File: config.mk
export PLATFORM = sky130hd
export DESIGN_NAME = supply_fault_irq_enable_bank
export DESIGN_NICKNAME = d
export VERILOG_FILES = /design/src/hw/supply_fault_pkg.sv /design/src/hw/supply_fault_irq_enable_bank.sv /design/src/hw/irq_enable_field.sv
export VERILOG_INCLUDE_DIRS = /design/src /design/src/hw
export SDC_FILE = /design/constraint.sdc
export NUM_CORES = 1
export LEC_CHECK = 0
export ABC_AREA = 0
export BUFFER_PORTS_ARGS = -buffer_cell sky130_fd_sc_hd__clkbuf_2
export CAP_MARGIN = 20
export CORE_ASPECT_RATIO = 1.1
export CORE_UTILIZATION = 50
export CTS_CLUSTER_SIZE = 25
export DETAILED_ROUTE_END_ITERATION = 6
export PLACE_DENSITY = 0.73
export SLEW_MARGIN = 30
export SYNTH_ARGS = -nofsm -noshare
export SYNTH_HDL_FRONTEND = slang
export SYNTH_SLANG_ARGS = --single-unit
File: constraint.sdc
create_clock -name clk -period 2.1 [get_ports clk]
set_input_delay 0.42 -clock clk [delete_from_list [all_inputs] [get_ports clk]]
set_output_delay 0.42 -clock clk [all_outputs]
set_load 0.01 [all_outputs]
File: src/hw/supply_fault_defs.svh
// register offsets, field positions, reset values and codes of the supply fault enable bank
`ifndef SUPPLY_FAULT_DEFS_SVH
`define SUPPLY_FAULT_DEFS_SVH

// register byte addresses on the plain register port
`define SF_ADDR_ENABLE       8'h08
`define SF_ADDR_STATUS       8'h0C
`define SF_ADDR_CLEAR        8'h10
`define SF_ADDR_LEVEL        8'h14

// widths
`define SF_ADDR_W            8
`define SF_DATA_W            16
`define SF_NUM_FIELDS        7
`define SF_FIELD_W           2

// field index of each supply fault (field i sits at bits 2i+1:2i)
`define SF_IDX_IN_UV         0
`define SF_IDX_IN_OV         1
`define SF_IDX_LOGIC_UV      2
`define SF_IDX_IN_OC         3
`define SF_IDX_PUMP_CAP      4
`define SF_IDX_PUMP          5
`define SF_IDX_SYNC_LOST     6

// reserved top bits of the enable register
`define SF_RSVD_LSB          14
`define SF_RSVD_MSB          15

// reset value of the whole enable register
`define SF_ENABLE_RESET      16'h2AAA

// field codes
`define SF_CODE_KEEP_LO      2'h0
`define SF_CODE_DISABLE      2'h1
`define SF_CODE_KEEP_HI      2'h2
`define SF_CODE_ENABLE       2'h3
`define SF_READ_ENABLED      2'h2
`define SF_READ_DISABLED     2'h0

`endif

File: src/hw/supply_fault_pkg.sv
// types and field helpers of the supply fault enable bank
`include "supply_fault_defs.svh"

package supply_fault_pkg;

  // write codes of one two-bit enable field
  typedef enum logic [1:0] {
    code_keep_lo = `SF_CODE_KEEP_LO,
    code_disable = `SF_CODE_DISABLE,
    code_keep_hi = `SF_CODE_KEEP_HI,
    code_enable  = `SF_CODE_ENABLE
  } field_code_e;

  // one register port request
  typedef struct packed {
    logic [`SF_ADDR_W-1:0] addr;
    logic [`SF_DATA_W-1:0] wdata;
    logic                  wr;
    logic                  rd;
  } bus_req_s;

  // read value of a field from its enabled state
  function automatic logic [`SF_FIELD_W-1:0] field_read_code(input logic enabled);
    field_read_code = enabled ? `SF_READ_ENABLED : `SF_READ_DISABLED;
  endfunction : field_read_code

  // slice one field's write code out of a data word
  function automatic field_code_e field_slice(input logic [`SF_DATA_W-1:0] word,
                                              input int unsigned            idx);
    field_slice = field_code_e'(word[idx*`SF_FIELD_W +: `SF_FIELD_W]);
  endfunction : field_slice

endpackage : supply_fault_pkg

File: src/hw/supply_fault_irq_enable_bank.sv
// supply fault interrupt enable bank with sticky status, clear and interrupt output
//
// Local design decisions: strobed register access and the register offsets.
`include "supply_fault_defs.svh"

// Function
// read gives 2h enabled, 0h disabled
// write 1h disables, 3h enables interrupt
// bits 7-6 input over-current, reset enabled
// bits 5-4 logic under-voltage, reset enabled
// bits 3-2 input over-voltage, reset enabled
// register at 08h, reset 2AAAh, top reserved
// writing 0h or 2h keeps the state
module supply_fault_irq_enable_bank #(
  parameter int NUM_FIELDS = `SF_NUM_FIELDS
) (
  input  wire logic                  clk,
  input  wire logic                  rst_n,
  input  wire logic [`SF_ADDR_W-1:0] bus_addr,
  input  wire logic [`SF_DATA_W-1:0] bus_wdata,
  input  wire logic                  bus_wr,
  input  wire logic                  bus_rd,
  output logic      [`SF_DATA_W-1:0] bus_rdata,
  input  wire logic [NUM_FIELDS-1:0] fault_raw,
  output logic [NUM_FIELDS-1:0]      irq_enable_state,
  output logic                       irq
);

  // overview: seven two-bit enable fields behind a plain register port,
  // sticky fault status with a clear register, and one level interrupt;
  // registers: 08h enable, 0Ch status, 10h clear, 14h filtered fault level

  // ---- register port request carried as one struct
  // the bus never waits: writes land on the strobe edge, reads answer a cycle later
  supply_fault_pkg::bus_req_s req;      // bundled request of this cycle

  // bundle the port signals; one process drives every member of the struct
  always_comb
  begin
    req.addr  = bus_addr;               // byte address, meaningful with a strobe
    req.wdata = bus_wdata;              // write data, used with the write strobe
    req.wr    = bus_wr;                 // one-cycle write strobe
    req.rd    = bus_rd;                 // one-cycle read strobe
  end

  // ---- address decode
  logic hit_enable;                     // enable register selected
  logic hit_status;                     // sticky status register selected
  logic hit_clear;                      // write-only clear register selected
  logic hit_level;                      // live fault level register selected
  logic wr_enable;                      // write strobe aimed at the enable register
  logic wr_clear;                       // write strobe aimed at the clear register

  // full byte-address match; partial decode would alias the unmapped holes
  function automatic logic addr_hit(input logic [`SF_ADDR_W-1:0] addr,
                                    input logic [`SF_ADDR_W-1:0] target);
    addr_hit = (addr == target);
  endfunction : addr_hit

  // compare the address against each mapped register
  always_comb
  begin
    hit_enable = addr_hit(req.addr, `SF_ADDR_ENABLE);
    hit_status = addr_hit(req.addr, `SF_ADDR_STATUS);
    hit_clear  = addr_hit(req.addr, `SF_ADDR_CLEAR);
    hit_level  = addr_hit(req.addr, `SF_ADDR_LEVEL);
    // qualified writes; the enable one feeds every field and the reserved pair
    wr_enable  = req.wr && hit_enable;
    wr_clear   = req.wr && hit_clear;
  end

  // ---- reserved top bits of the enable register
  // software may write them; nothing inside the block acts on them
  logic [`SF_RSVD_MSB:`SF_RSVD_LSB] rsvd_ff;  // plain storage, no effect on logic

  // whole-register reset value; the reserved pair takes its own slice of it
  localparam logic [`SF_DATA_W-1:0] ENABLE_RESET = `SF_ENABLE_RESET;

  // reserved pair is read/write and resets to zero
  always_ff @(posedge clk)
  begin
    if (!rst_n)
    begin
      rsvd_ff <= ENABLE_RESET[`SF_RSVD_MSB:`SF_RSVD_LSB];
    end
    else if (wr_enable)
    begin
      rsvd_ff <= req.wdata[`SF_RSVD_MSB:`SF_RSVD_LSB];
    end
  end

  // ---- the seven enable fields
  logic [NUM_FIELDS-1:0] field_en;     // enabled state of every field

  // field map, field i at bits 2i+1:2i of the enable register:
  //   0 input under-voltage
  //   1 input over-voltage
  //   2 logic-supply under-voltage
  //   3 input over-current
  //   4 pump capacitor missing
  //   5 charge pump
  //   6 boost sync lost
  // one field instance per supply fault; every field resets to enabled
  genvar gi;
  generate
    for (gi = 0; gi < NUM_FIELDS; gi++)
    begin : g_field
      // field gi decodes its own slice of the write data
      irq_enable_field #(
        .RESET_ENABLED (1'b1)
      ) u_field (
        .clk           (clk),
        .rst_n         (rst_n),
        .wr_hit        (wr_enable),
        .wr_code       (supply_fault_pkg::field_slice(req.wdata, gi)),
        .enabled_ff    (field_en[gi])
      );
    end
  endgenerate

  // the enable states leave the block straight from the field flip-flops;
  // bit i of this port mirrors field i of the enable register
  assign irq_enable_state = field_en;

  // ---- fault input synchronisers
  // the level register shows the filtered levels, not the raw pins
  logic [NUM_FIELDS-1:0] sync1_ff;     // first stage, read only by the second
  logic [NUM_FIELDS-1:0] sync2_ff;     // second stage
  logic [NUM_FIELDS-1:0] sync3_ff;     // third stage
  logic [NUM_FIELDS-1:0] level_ff;     // accepted fault level

  // three-stage capture of the asynchronous fault levels; only the second
  // stage reads the first, so a metastable first stage never reaches logic
  always_ff @(posedge clk)
  begin
    if (!rst_n)
    begin
      sync1_ff <= '0;
      sync2_ff <= '0;
      sync3_ff <= '0;
    end
    else
    begin
      sync1_ff <= fault_raw;
      sync2_ff <= sync1_ff;
      sync3_ff <= sync2_ff;
    end
  end

  // a level change counts only once the second and third stages agree;
  // a level held for two sampling edges is always taken, a shorter glitch never
  always_ff @(posedge clk)
  begin
    if (!rst_n)
    begin
      level_ff <= '0;
    end
    else
    begin
      for (int i = 0; i < NUM_FIELDS; i++)
      begin
        if (sync2_ff[i] == sync3_ff[i])
        begin
          level_ff[i] <= sync3_ff[i];
        end
      end
    end
  end

  // ---- event detection
  logic [NUM_FIELDS-1:0] nxt_level;    // level the filter takes this cycle
  logic [NUM_FIELDS-1:0] fault_event;  // one-cycle pulse on a new fault

  // next accepted level, used to spot a rising fault
  // only a rise makes an event; a fault that stays high is caught once
  always_comb
  begin
    for (int i = 0; i < NUM_FIELDS; i++)
    begin
      nxt_level[i] = (sync2_ff[i] == sync3_ff[i]) ? sync3_ff[i] : level_ff[i];
    end
    fault_event = nxt_level & ~level_ff;
  end

  // ---- sticky status with write-one-to-clear
  // one status bit per field, in the same order as the fields
  logic [NUM_FIELDS-1:0] status_ff;    // sticky fault events
  logic [NUM_FIELDS-1:0] nxt_status;   // status after this cycle
  logic [NUM_FIELDS-1:0] clear_mask;   // bits software clears this cycle

  // clear bits come from a write to the clear register only
  // a written one clears a bit; upper data bits have no clear target
  always_comb
  begin
    if (wr_clear)
    begin
      clear_mask = req.wdata[NUM_FIELDS-1:0];
    end
    else
    begin
      clear_mask = '0;
    end
    // an event in the clear cycle wins over the clear
    nxt_status = (status_ff & ~clear_mask) | fault_event;
  end

  // status register update; every event is caught whatever its enable
  // so software can poll faults whose interrupt it keeps masked
  always_ff @(posedge clk)
  begin
    if (!rst_n)
    begin
      status_ff <= '0;
    end
    else
    begin
      status_ff <= nxt_status;
    end
  end

  // ---- interrupt output
  logic nxt_irq;                       // next interrupt level

  // interrupt follows enabled status bits; enable state gates it
  // the level uses the status of the coming cycle, so irq rises on the
  // same edge as its status bit; an enable change shows one edge later
  always_comb
  begin
    nxt_irq = |(nxt_status & field_en);
  end

  // registered interrupt level
  always_ff @(posedge clk)
  begin
    if (!rst_n)
    begin
      irq <= 1'b0;
    end
    else
    begin
      irq <= nxt_irq;
    end
  end

  // ---- read path
  logic [`SF_DATA_W-1:0] enable_word;  // enable register as software reads it
  logic [`SF_DATA_W-1:0] nxt_rdata;    // read data for the next cycle

  // assemble the enable register from the field states
  // every field reads 2h when enabled and 0h when disabled; reserved pair as stored
  always_comb
  begin
    enable_word = '0;
    for (int i = 0; i < NUM_FIELDS; i++)
    begin
      enable_word[i*`SF_FIELD_W +: `SF_FIELD_W] =
        supply_fault_pkg::field_read_code(field_en[i]);
    end
    enable_word[`SF_RSVD_MSB:`SF_RSVD_LSB] = rsvd_ff;
  end

  // select the addressed register; unmapped and write-only read as zero
  // the strobe gates the mux so the data port rests at zero between reads
  always_comb
  begin
    nxt_rdata = '0;
    if (req.rd)
    begin
      if (hit_enable)
      begin
        nxt_rdata = enable_word;
      end
      else if (hit_status)
      begin
        nxt_rdata[NUM_FIELDS-1:0] = status_ff;
      end
      else if (hit_level)
      begin
        nxt_rdata[NUM_FIELDS-1:0] = level_ff;
      end
      else
      begin
        nxt_rdata = '0;
      end
    end
  end

  // read data stand in the cycle after the read strobe only
  // reads have no side effect; status bits clear only through the clear register
  always_ff @(posedge clk)
  begin
    if (!rst_n)
    begin
      bus_rdata <= '0;
    end
    else
    begin
      bus_rdata <= nxt_rdata;
    end
  end

endmodule : supply_fault_irq_enable_bank

File: src/hw/irq_enable_field.sv
// one two-bit interrupt enable field with its write-code decode
`include "supply_fault_defs.svh"

module irq_enable_field #(
  parameter bit RESET_ENABLED = 1'b1
) (
  input  wire logic                      clk,
  input  wire logic                      rst_n,
  input  wire logic                      wr_hit,
  input  wire supply_fault_pkg::field_code_e wr_code,
  output logic                           enabled_ff
);

  // held state; only codes 1h and 3h move it, 0h and 2h leave it alone
  always_ff @(posedge clk)
  begin
    if (!rst_n)
    begin
      enabled_ff <= RESET_ENABLED;
    end
    else if (wr_hit)
    begin
      unique case (wr_code)
        supply_fault_pkg::code_disable : enabled_ff <= 1'b0;
        supply_fault_pkg::code_enable  : enabled_ff <= 1'b1;
        supply_fault_pkg::code_keep_lo : enabled_ff <= enabled_ff;
        supply_fault_pkg::code_keep_hi : enabled_ff <= enabled_ff;
      endcase
    end
  end

endmodule : irq_enable_field

==> Word-level counts from Yosys, hierarchy flattened <==
Cells that the tools add are included.
{ "word_totals": {"reg_bits": 61, "latchBits": 0, "ram_bits": 0, "mem_bits_ro": 0, "inputBits": 35, "out_inout_bits": 24, "wordCells": 112, "n_memories": 0} }
{ "op_classes": {"n_addsub": 0, "n_mul": 0, "div": 0, "n_lt_le_gt_ge": 0, "n_eq_ne": 32, "shift": 0, "n_mux": 25, "n_bitwise": 13, "reduce_logical": 26} }
{ "op_table": {"columns": ["cell", "n"], "rows": [
  ["2-bit == test (second input constant)", 14],
  ["7-bit 2-to-1 mux", 4],
  ["7-bit bitwise AND", 3],
  ["8-bit by 4-bit == test with 1-bit output (second input constant)", 2],
  ["8-bit by 5-bit == test with 1-bit output (second input constant)", 2],
  ["2-bit AND reduction", 8],
  ["2-bit by 1-bit == test with 1-bit output (second input constant)", 7],
  ["2-bit zero test", 7],
  ["2-bit 2-to-1 mux", 7],
  ["7-bit inverter", 2],
  ["1-bit case mux with 2 select lines", 7],
  ["2-bit OR reduction", 7],
  ["1-bit == test", 7],
  ["1-bit 2-to-1 mux", 7],
  ["1-bit inverter", 7],
  ["7-bit OR", 1],
  ["7-bit OR reduction", 1],
  ["3-bit AND reduction", 1],
  ["1-bit logical AND", 2]
]} }

==> Longest topological paths before layout <==
Gate-level depths: netlist (run 1).
{ "depth": {"word_depth": 8, "ltp_mapped": 7, "mapped_depth_nobuf": 5} }

==> Modules after synthesis <==
A second synthesis (run 1) with hierarchy kept.
{ "hier_totals": {"cells_unflattened": 217, "hier_area_um2": 2179.6} }
{ "modules_own_cells": {"columns": ["module", "n_inst", "cells_per_inst", "area_per_inst_um2", "seq_area_each_um2"], "rows": [
  ["supply_fault_irq_enable_bank", 1, 189, 1881.8, 1021.0],
  ["irq_enable_field", 7, 4, 42.5, 20.0]
]} }

==> Least setup slack after synthesis (run 1) <==
Ideal clock, no wire load.
{ "synth_path": {"path_kind": "input to register", "start": "input bus_addr[2]", "end": "register irq", "setup_time_ns": 0.125, "arrival_ns": 1.573, "required_time_ns": 1.975, "path_slack_ns": 0.402, "cell_stages": 5, "path_buffers": 0, "cell_sequence": "nor4b_4 nand4_1 a21oi_2 o22ai_1 o41a_1"} }
{ "synth_between": {"elab_chain_len": 8} }
{ "synth_rtl": {"columns": ["element", "line", "source"], "rows": [
  ["from (decl)", "supply_fault_irq_enable_bank.sv:19", "input wire logic [`SF_ADDR_W-1:0] bus_addr,"],
  ["8-bit by 5-bit == test with 1-bit output", "supply_fault_irq_enable_bank.sv:57", "addr_hit = (addr == target);"],
  ["1-bit logical AND", "supply_fault_irq_enable_bank.sv:69", "wr_clear = req.wr && hit_clear;"],
  ["7-bit 2-to-1 mux", "supply_fault_irq_enable_bank.sv:195", "if (wr_clear)"],
  ["7-bit inverter", "supply_fault_irq_enable_bank.sv:204", "nxt_status = (status_ff & ~clear_mask) | fault_event;"],
  ["7-bit bitwise AND", "supply_fault_irq_enable_bank.sv:204", null],
  ["7-bit OR", "supply_fault_irq_enable_bank.sv:204", null],
  ["7-bit bitwise AND", "supply_fault_irq_enable_bank.sv:229", "nxt_irq = |(nxt_status & field_en);"],
  ["7-bit OR reduction", "supply_fault_irq_enable_bank.sv:229", null],
  ["to (signal assigned)", "supply_fault_irq_enable_bank.sv:241", "irq <= nxt_irq;"],
  ["to (decl)", "supply_fault_irq_enable_bank.sv:26", "output logic irq"]
]} }
Every way passes these cells.
A chain may end at the register's enable or synchronous reset.

==> Worst setup path in the final report (run 1) <==
Same ends and word-level chain as after synthesis.

==> impl_results.md, run 1 <==
- Run status: completed
- Total length of routed met2 wires: 2.01 mm
- Data arrival, critical path: 1.92 ns
- Launching element type of the critical path: input port
- DR DRC count: 0
- Hold-fix buffer count after cts: 0
- Post-synthesis compound-gate area fraction: 11.8%
- Final non-filler cell total: 333
- Initial standard-cell utilization of the core: 52.3%
- Count of instances resized after the clock tree is built: 0
- Final TNS setup: 0 ns
- Final period utilization: 81.4%
- Worst-path fanout max: 7
- Std-Cell Rows: 24
- Commonest cells after routing, fill and taps aside: dfxtp_1 (58), clkbuf_2 (55), and2_1 (25), nor2_1 (22), nand2_1 (20)
- Netlist Area Pre-Place: 2090 µm²
- Delay of the slowest cell on the worst path: 0.47 ns
- Number of hold violations in the final report: 0
- Ratio of cells with drive above 1 in the final layout: 28.1%
- Number of routed nets with antenna violations: 0
- Highest metal layer used by the detailed router: met4
- Clock transition at path regs: 0.06 ns
- GRT Overall Usage: 21.7%
- Critical register-to-register path startpoint: sync2_ff[4]
- Met3 WL: 264 µm
- Clock tree sinks: 58
- Post-CTS Setup Bufs: 0
- Hold WC Path Type: in2reg
- Maximum clock path buffer count: 2
- Final HPWL from detailed placement: 3.07 mm
- Share of synthesized cell area in and, or, nand and nor gates: 24.8%
- Number of warning messages in the yosys log: 0
- Mean post-synth cell area: 9.38 µm²
- Area leader, netlist: dfxtp_1
- # setup viols final: 0
- Type of the worst setup path: in2reg
- Vias in the first global route: 1607
- Multiplexer area fraction after synthesis: 0.958%
- Critical path required time: 2.31 ns
- Share of the synthesized area in the top cell type: 55.5%
- Fin Clk Skew: 0.00747 ns
- Floorplan die area: 4440 µm²
- Final Slew Violations: 0
- Vias per std cell: 5.07
- Kind of capture point of the worst setup path: flop
- CTS tree: built
- Total power per unit cell area: 879 nW/µm²
- Cell count after synthesis: 223
- Crit-path slowest cell: nor4b_4
- Max rail drop VDD: 0.575 mV
- Area share of xor/xnor cells in the synthesized design: 0%
- Number of vias in the routed layout: 1689
- Die X-Extent: 63.7 µm
- Top post-synthesis cells by area: dfxtp_1 (56%), and2_1 (7.5%), nor2_1 (3.9%)
- Setup WS pre-CTS: 0.0719 ns
- Latest clock arrival within the worst-skew pair: 0.32 ns
- Total global routing overflow: 0
- FMAX: 0.585 GHz
- Synth cell types: 28
- First-pass GRT wire length: 7.31 mm
- Largest net degree at the start of global routing: 17
- Height of the chip: 69.8 µm
- Leakage: 1.15 nW
- Post-synthesis to final-layout area growth: 22.7%
- Chain of cells forming the critical path: clkbuf_2 -> nor4b_4 -> nand4_1 -> a21oi_2 -> o22ai_1 -> o41a_1
- Start point of the critical path: bus_addr[2]
- RSZ-0062 raised after global routing: false
- Tmin final: 1.71 ns
- Number of synthesized register bits: 58
- Number of max-capacitance violations reported: 0
- Total wirelength of the detailed-routed design: 4.16 mm
- RD Place Congestion: 0.899
- Number of DRC markers in iteration 0: 145
- Origin of the worst min-delay path: fault_raw[1]
- First-pass detailed-route iteration total: 4
- Clock buffers created by TritonCTS: 9
- Floorplan Core Area: 3990 µm²
- Post-route met1 wirelength: 1.83 mm
- Cell class contributing the biggest share of worst-path delay: compound AO/OA/AOI/OAI gates
- Count of port buffers added during placement: 55
- Final critical-path setup slack: 0.391 ns
- Cell total after placement: 318
- Most frequent standard cell in the layout excluding fill and tap cells: dfxtp_1
- Number of buffers and inverters on the critical path: 1
- Antenna violations before repair: 0
- Adder-cell area share of the yosys netlist: 0%
- Top-level I/O count: 59
- Wire length per cell after detailed routing: 12.5 µm
- Dominant combinational cell family by area after synthesis: simple AND/OR/NAND/NOR gates
- Register area share after synthesis: 55.5%
- Maximum level of the CTS H-tree: 3
- Antenna cells: 0
- Root buffer selected by CTS: clkbuf_8
- Number of nets in the layout: 312
cells by family after synthesis:
family,Yosys count
other,1
AO/OA/AOI/OAI,39
multiplexers,2
AND/OR/NAND/NOR,97
buffers and inverters,26
flip-flops,58
power breakdown:
part / switching, mW / internal [mW]
Clock: 0.395 / 0.637
Combinational: 0.0521 / 0.0432
Sequential: 0.00765 / 1.12
Total: 0.455 / 1.80
flip-flops by register name, indices dropped and copies added, names as in the netlist, 2 cells and up:
register                    cells
status_ff                       7
level_ff                        7
g_field.u_field.enabled_ff      7
sync1_ff                        7
rsvd_ff                         2
sync3_ff                        7
sync2_ff                        7
bus_rdata                      13
through the flow:
stage | hold WS [ns] | cell area, µm² | power, mW | util [%]
floorplan | 0.412 | 2100 | 1.19 | -
global placement | 0.414 | 2360 | 1.24 | 59.1
detailed placement | 0.419 | 2360 | 1.25 | 59.1
CTS | 0.291 | 2570 | 2.28 | 64.3
global route | 0.302 | 2570 | 2.34 | 64.3
finish | 0.306 | 2570 | 2.25 | 64.3
cell type report:
cell class,count,area [µm²]
timing repair buffer,60,313
inverter,7,26.3
multi-input combinational,141,797
clock buffer,13,169
fill,337,1430
sequential,58,1160
tap,52,65.1
clock inverter,2,35.0
worst register-to-register path, stage by stage (launching register included):
cell and delay, ns:
dfxtp_1 0.32, nand2_1 0.09, nor2_1 0.05, a21oi_1 0.15
o22ai_1 0.10, o41a_1 0.39
synthesized netlist by cell type:
| cell type | number |
|---|---|
| and2_1 | 25 |
| and4_1 | 1 |
| buf_2 | 4 |
| conb_1 | 1 |
| nor3_4 | 1 |
| nor3_1 | 4 |
| clkbuf_1 | 5 |
| a22oi_1 | 7 |
| buf_4 | 10 |
| a21oi_2 | 1 |
| nor2b_1 | 3 |
| dfxtp_1 | 58 |
| o2bb2ai_1 | 3 |
| o41a_1 | 1 |
| a311o_1 | 2 |
| o22ai_1 | 3 |
| a21oi_1 | 15 |
| and4_2 | 1 |
| clkinv_1 | 1 |
| nand2_1 | 20 |
| nand3_1 | 11 |
| nor2_1 | 22 |
| and3_2 | 1 |
| nand4_1 | 7 |
| nor4b_4 | 1 |
| mux2i_1 | 2 |
| inv_1 | 6 |
| o21ai_0 | 7 |
worst paths after layout:
check	to	slack, ns	depth (start not counted)
worst min-delay path	sync1_ff[1]	0.31	2
worst min register to register	sync2_ff[6]	0.43	1
worst max register to register	irq	0.88	5
worst max-delay path	irq	0.39	6
per-layer routing:
layer,global-route usage [%],vias to the layer above
met5,0,-
met2,34.8,64
met4,10.1,0
li1,-,853
met3,6.09,8
met1,26.6,764
Note: power is estimated with default switching activity, not from simulation.
==> run 2, diff against run 1 <==
- clock period: 2.1 -> 1.6 ns (I/O delays scaled with it)
==> impl_results.md, run 2 (synthesis gave the netlist of run 1 again) <==
- Launching element type of the critical path: input port
- CTS tree: built
- First-pass GRT wire length: 6.96 mm (-4.7%)
- Number of nets in the layout: 325 (+4.2%)
- Vias per std cell: 5.03 (-0.80%)
- Number of max-capacitance violations reported: 0 (unchanged)
- # setup viols final: 0 (unchanged)
- Height of the chip: 69.8 µm (unchanged)
- Total global routing overflow: 0 (unchanged)
- GRT Overall Usage: 21.3% (-0.40 points)
- Ratio of cells with drive above 1 in the final layout: 30.8% (+2.7 points)
- Biggest register: bus_rdata
- Leakage: 1.21 nW (+4.9%)
- Final period utilization: 90.5%
- Setup WS pre-CTS: -0.185 ns (-0.256 ns)
- Worst-path fanout max: 7 (unchanged)
- Total power per unit cell area: 1110 nW/µm² (+27%)
- Critical path required time: 1.83 ns (-0.48 ns)
- Count of instances resized after the clock tree is built: 0 (unchanged)
- Final Slew Violations: 0 (unchanged)
- Tmin final: 1.45 ns
- Count of port buffers added during placement: 55 (unchanged)
- First-pass detailed-route iteration total: 5 (+1)
- Hold WC Path Type: in2reg
- Most crowded layer after global routing: met2
- Final Total Pwr: 2.95 mW (+31%)
- Total wirelength of the detailed-routed design: 4.25 mm (+2.3%)
- Die X-Extent: 63.7 µm (unchanged)
- Fillcell total: 336 (-0.30%)
- Std-Cell Rows: 24 (unchanged)
- RSZ-0062 raised after global routing: false
- Antenna violations before repair: 0 (unchanged)
- Maximum clock path buffer count: 2 (unchanged)
- Latest clock arrival within the worst-skew pair: 0.34 ns (+0.02 ns)
- Max rail drop VDD: 0.599 mV (+4.1%)
- Initial standard-cell utilization of the core: 52.3% (unchanged)
- FMAX: 0.690 GHz
- Number of vias in the routed layout: 1746 (+3.4%)
- Final HPWL from detailed placement: 2.98 mm (-2.7%)
- Met1 capacity usage during global routing: 24.6% (-2.0 points)
- Kind of capture point of the worst setup path: flop
- Type of the worst setup path: in2reg
- Fin Clk Skew: 0.00607 ns (-0.00140 ns)
- DR DRC count: 0 (unchanged)
- Floorplan Core Area: 3990 µm² (unchanged)
- RD Place Congestion: 0.887 (-1.4%)
- Wire length per cell after detailed routing: 12.3 µm (-1.9%)
- Root buffer selected by CTS: clkbuf_8
- Vias in the first global route: 1578 (-1.8%)
- Clock tree sinks: 58 (unchanged)
- Clock buffers created by TritonCTS: 9 (unchanged)
- Number of routed nets with antenna violations: 0 (unchanged)
- Data arrival, critical path: 1.67 ns (-0.25 ns)
- Number of hold violations in the final report: 0 (unchanged)
- Floorplan die area: 4440 µm² (unchanged)
- Largest register FFs: 13 (unchanged)
- Run status: completed
- Hold-fix buffer count after cts: 0 (unchanged)
- Clock transition at path regs: 0.06 ns (about the same)
- Largest net degree at the start of global routing: 28 (+11)
- Top-level I/O count: 59 (unchanged)
- Commonest cells after routing, fill and taps aside: dfxtp_1 (58), clkbuf_2 (55), and2_1 (25), nor2_1 (22), nand2_1 (20)
- Post-synthesis to final-layout area growth: 27.1%
- Most frequent standard cell in the layout excluding fill and tap cells: dfxtp_1
- Hold slack: 0.183 ns (-0.123 ns)
- Number of DRC markers in iteration 0: 117 (-19%)
- Post-CTS Setup Bufs: 0 (unchanged)
- M3 GR Usage: 5.92% (-0.16 points)
- Maximum level of the CTS H-tree: 3 (unchanged)
- Antenna cells: 0 (unchanged)
- Final critical-path setup slack: 0.151 ns (-0.239 ns)
- Met2 track demand over resource: 32.4% (-2.4 points)
==> run 2: cell types whose count changed in the layout (fill, tap and decap cells not counted), sizes merged <==
cell    previous run  this run
buf                5        18
clkbuf            68        69
==> run 2: worst max-delay path, stage by stage <==
cell and delay [ns]:
clkbuf_2 0.11, nor4b_4 0.26, buf_4 0.18, nand4_1 0.09, a21oi_1 0.23, o22ai_1 0.11
o41a_1 0.37
==> run 2: final cells by class <==
type | count | area (µm²) | area share, %
repair buffers | 73 | 410 | 15.4
flip-flops and latches | 58 | 1160 | 43.7
clock buffers | 14 | 163 | 6.12
multi-input cells | 141 | 797 | 30.0
inverters | 7 | 26.3 | 0.989
clock inverters | 2 | 35.0 | 1.32
well taps | 52 | 65.1 | 2.45
==> run 2: path summary, 6_finish.rpt <==
path,endpoint,from,depth (start not counted),slack (ns)
setup / recovery,irq,bus_addr[2],7,0.15
hold / removal,sync1_ff[1],fault_raw[1],2,0.18
setup reg to reg,irq,sync2_ff[2],5,0.37
hold reg to reg,sync2_ff[5],sync1_ff[5],1,0.43
==> run 2: layer usage <==
layer	vias to the layer above	share of wire, %
li1	881	-
met1	776	44
met2	76	45
met3	13	8.2
met4	0	3.5
met5	-	0
==> run 2: per-stage QoR <==
stage	cells	util [%]	setup TNS (ns)	area, µm²
after CTS	347	66.5	0	2660
after global routing	347	66.5	0	2660
after floorplan	225	-	0	2100
after detailed placement	331	61.6	-0.330	2460
after global placement	331	61.6	-0.249	2460
final	347	66.5	0	2660
==> run 2: report_power, final <==
group / switching, mW / internal [mW]
Sequential: 0.00981 / 1.47
Clock: 0.539 / 0.803
Combinational: 0.0682 / 0.0651
==> run 3, diff against run 2 <==
- BUFFER_PORTS_ARGS: -buffer_cell sky130_fd_sc_hd__clkbuf_2 -> -buffer_cell sky130_fd_sc_hd__buf_2
- CTS_CLUSTER_SIZE: 25 -> 12
==> impl_results.md, run 3 (synthesis gave the netlist of run 1 again) <==
- Hold-fix buffer count after cts: 0 (unchanged)
- Number of max-capacitance violations reported: 0 (unchanged)
- Core occupancy in the finished layout: 66.5% (unchanged)
- Std-Cell Rows: 24 (unchanged)
- Data arrival, critical path: 1.74 ns (+0.07 ns)
- Run status: completed
- Vias per std cell: 5.16 (+2.5%)
- DR DRC count: 0 (unchanged)
- Die X-Extent: 63.7 µm (unchanged)
- First-pass detailed-route iteration total: 5 (unchanged)
- Hold slack: 0.190 ns (+0.00640 ns)
- Initial standard-cell utilization of the core: 52.3% (unchanged)
- Floorplan Core Area: 3990 µm² (unchanged)
- Number of vias in the routed layout: 1784 (+2.2%)
- Clock tree sinks: 58 (unchanged)
- Maximum clock path buffer count: 2 (unchanged)
- FMAX: 0.658 GHz (-4.7%)
- First-pass GRT wire length: 7.48 mm (+7.4%)
- Height of the chip: 69.8 µm (unchanged)
- Final HPWL from detailed placement: 3.15 mm (+5.6%)
- Met1 capacity usage during global routing: 26.2% (+1.6 points)
- Fin Clk Skew: 0.00785 ns (+0.00178 ns)
- Total global routing overflow: 0 (unchanged)
- Largest net degree at the start of global routing: 21 (-25%)
- Most frequent standard cell in the layout excluding fill and tap cells: dfxtp_1
- Largest register FFs: 13 (unchanged)
- Total power per unit cell area: 1130 nW/µm² (+1.3%)
- Met2 track demand over resource: 35.7% (+3.3 points)
- Clock transition at path regs: 0.06 ns (about the same)
- Final TNS setup: 0 ns (unchanged)
- Antenna violations before repair: 0 (unchanged)
- Top-level I/O count: 59 (unchanged)
- RD Place Congestion: 0.862 (-2.7%)
- Total wirelength of the detailed-routed design: 4.42 mm (+3.8%)
- Max rail drop VDD: 0.785 mV (+31%)
- Critical register-to-register path startpoint: sync2_ff[5]
- Type of the worst setup path: in2reg
- Final period utilization: 95.0% (+4.5 points)
- Antenna cells: 0 (unchanged)
- Number of routed nets with antenna violations: 0 (unchanged)
- Final Slew Violations: 0 (unchanged)
- Delay of the slowest cell on the worst path: 0.41 ns (+0.04 ns)
- Ratio of cells with drive above 1 in the final layout: 31.3% (+0.45 points)
- # setup viols final: 0 (unchanged)
- Post-synthesis to final-layout area growth: 27.1% (unchanged)
- RSZ-0062 raised after global routing: false
- Hold WC Path Type: in2reg
- Final Total Pwr: 2.99 mW (+1.3%)
- Register-to-register setup slack: 0.32 ns (-0.05 ns)
- Count of port buffers added during placement: 55 (unchanged)
- Number of DRC markers in iteration 0: 185 (+58%)
- Worst reg2reg endpoint: irq
- Biggest register: bus_rdata
- Commonest cells after routing, fill and taps aside: dfxtp_1 (58), buf_2 (55), and2_1 (25), nor2_1 (22), nand2_1 (20)
- Vias in the first global route: 1699 (+7.7%)
- Leakage: 1.20 nW (-0.85%)
- Number of hold violations in the final report: 0 (unchanged)
- Chain of cells forming the critical path: buf_2 -> nor4b_4 -> buf_4 -> nand4_1 -> a21oi_1 -> nor2b_1 -> o41a_1
- Clock buffers created by TritonCTS: 9 (unchanged)
- Origin of the worst min-delay path: fault_raw[1]
- Maximum level of the CTS H-tree: 3 (unchanged)
- Latest clock arrival within the worst-skew pair: 0.34 ns (about the same)
- Root buffer selected by CTS: clkbuf_8
- Fillcell total: 343 (+2.1%)
- Cell depth of the worst min-delay path: 2 (unchanged)
- Setup WS pre-CTS: -0.210 ns (-0.0257 ns)
- Endpoint with the worst hold slack: sync1_ff[1]
- Number of nets in the layout: 324 (-0.31%)
- Worst-path fanout max: 7 (unchanged)
- Final critical-path setup slack: 0.0801 ns (-0.0713 ns)
- Crit-path slowest cell: o41a_1
- Tmin final: 1.52 ns (+0.0713 ns)
- Floorplan die area: 4440 µm² (unchanged)
- Count of instances resized after the clock tree is built: 0 (unchanged)
- M3 GR Usage: 6.58% (+0.66 points)
- Post-CTS Setup Bufs: 0 (unchanged)
- GRT Overall Usage: 22.3% (+1.0 points)
- Path depth of the worst reg2reg path: 5 (unchanged)
- CTS tree: built
- Launching element type of the critical path: input port
- Most crowded layer after global routing: met2
- Kind of capture point of the worst setup path: flop
- Critical path required time: 1.82 ns (about the same)
- Wire length per cell after detailed routing: 12.8 µm (+4.1%)
-- run 3: changes by cell type in the layout (fill, tap and decap cells not counted) --
cell        previous run  this run
buf_2                  0        55
clkbuf_1               3         1
clkbuf_2              55         0
clkinvlp_4             0         2
buf_4                 18        17
-- run 3: routing by layer --
layer	wire length [µm]	up-vias	part of all wire [%]
met3	305	15	6.9
met2	2010	69	45
li1	-	882	-
met4	157	0	3.6
met1	1940	818	44
met5	0	-	0
-- run 3: where the power goes --
group / total, mW / switching [mW] / internal [mW]
Sequential: 1.48 / 0.0107 / 1.47
Combinational: 0.134 / 0.0696 / 0.0647
Clock: 1.38 / 0.577 / 0.801
-- run 3: critical path, delay by kind of cell --
family	cells	cell delay [ns]
compound gates	2	0.65
buf+inv	2	0.31
simple gates	3	0.46
-- run 3: worst max path at each step --
stage                            from   to  slack [ns]  depth (start not counted)
after floorplan           bus_addr[2]  irq       0.002                          5
after global placement    bus_addr[2]  irq       -0.18                          7
after detailed placement  bus_addr[2]  irq       -0.21                          7
after CTS                 bus_addr[2]  irq        0.09                          7
after global routing      bus_addr[2]  irq       0.007                          7
final                     bus_addr[2]  irq        0.08                          7
-- run 3: area by class of cell --
cell class	instances	area (µm²)	area share [%]
flip-flops and latches	58	1160	43.7
multi-input cells	141	797	30.0
repair buffers	72	403	15.2
clock buffers	12	155	5.84
well taps	52	65.1	2.45
clock inverters	4	50.0	1.88
inverters	7	26.3	0.989
-- run 3: per-stage QoR --
step | std cells | cell area, µm²
3_5_place_dp | 330 | 2450
3_3_place_gp | 330 | 2450
5_1_grt | 346 | 2660
2_1_floorplan | 225 | 2100
4_1_cts | 346 | 2660
6_report | 346 | 2660
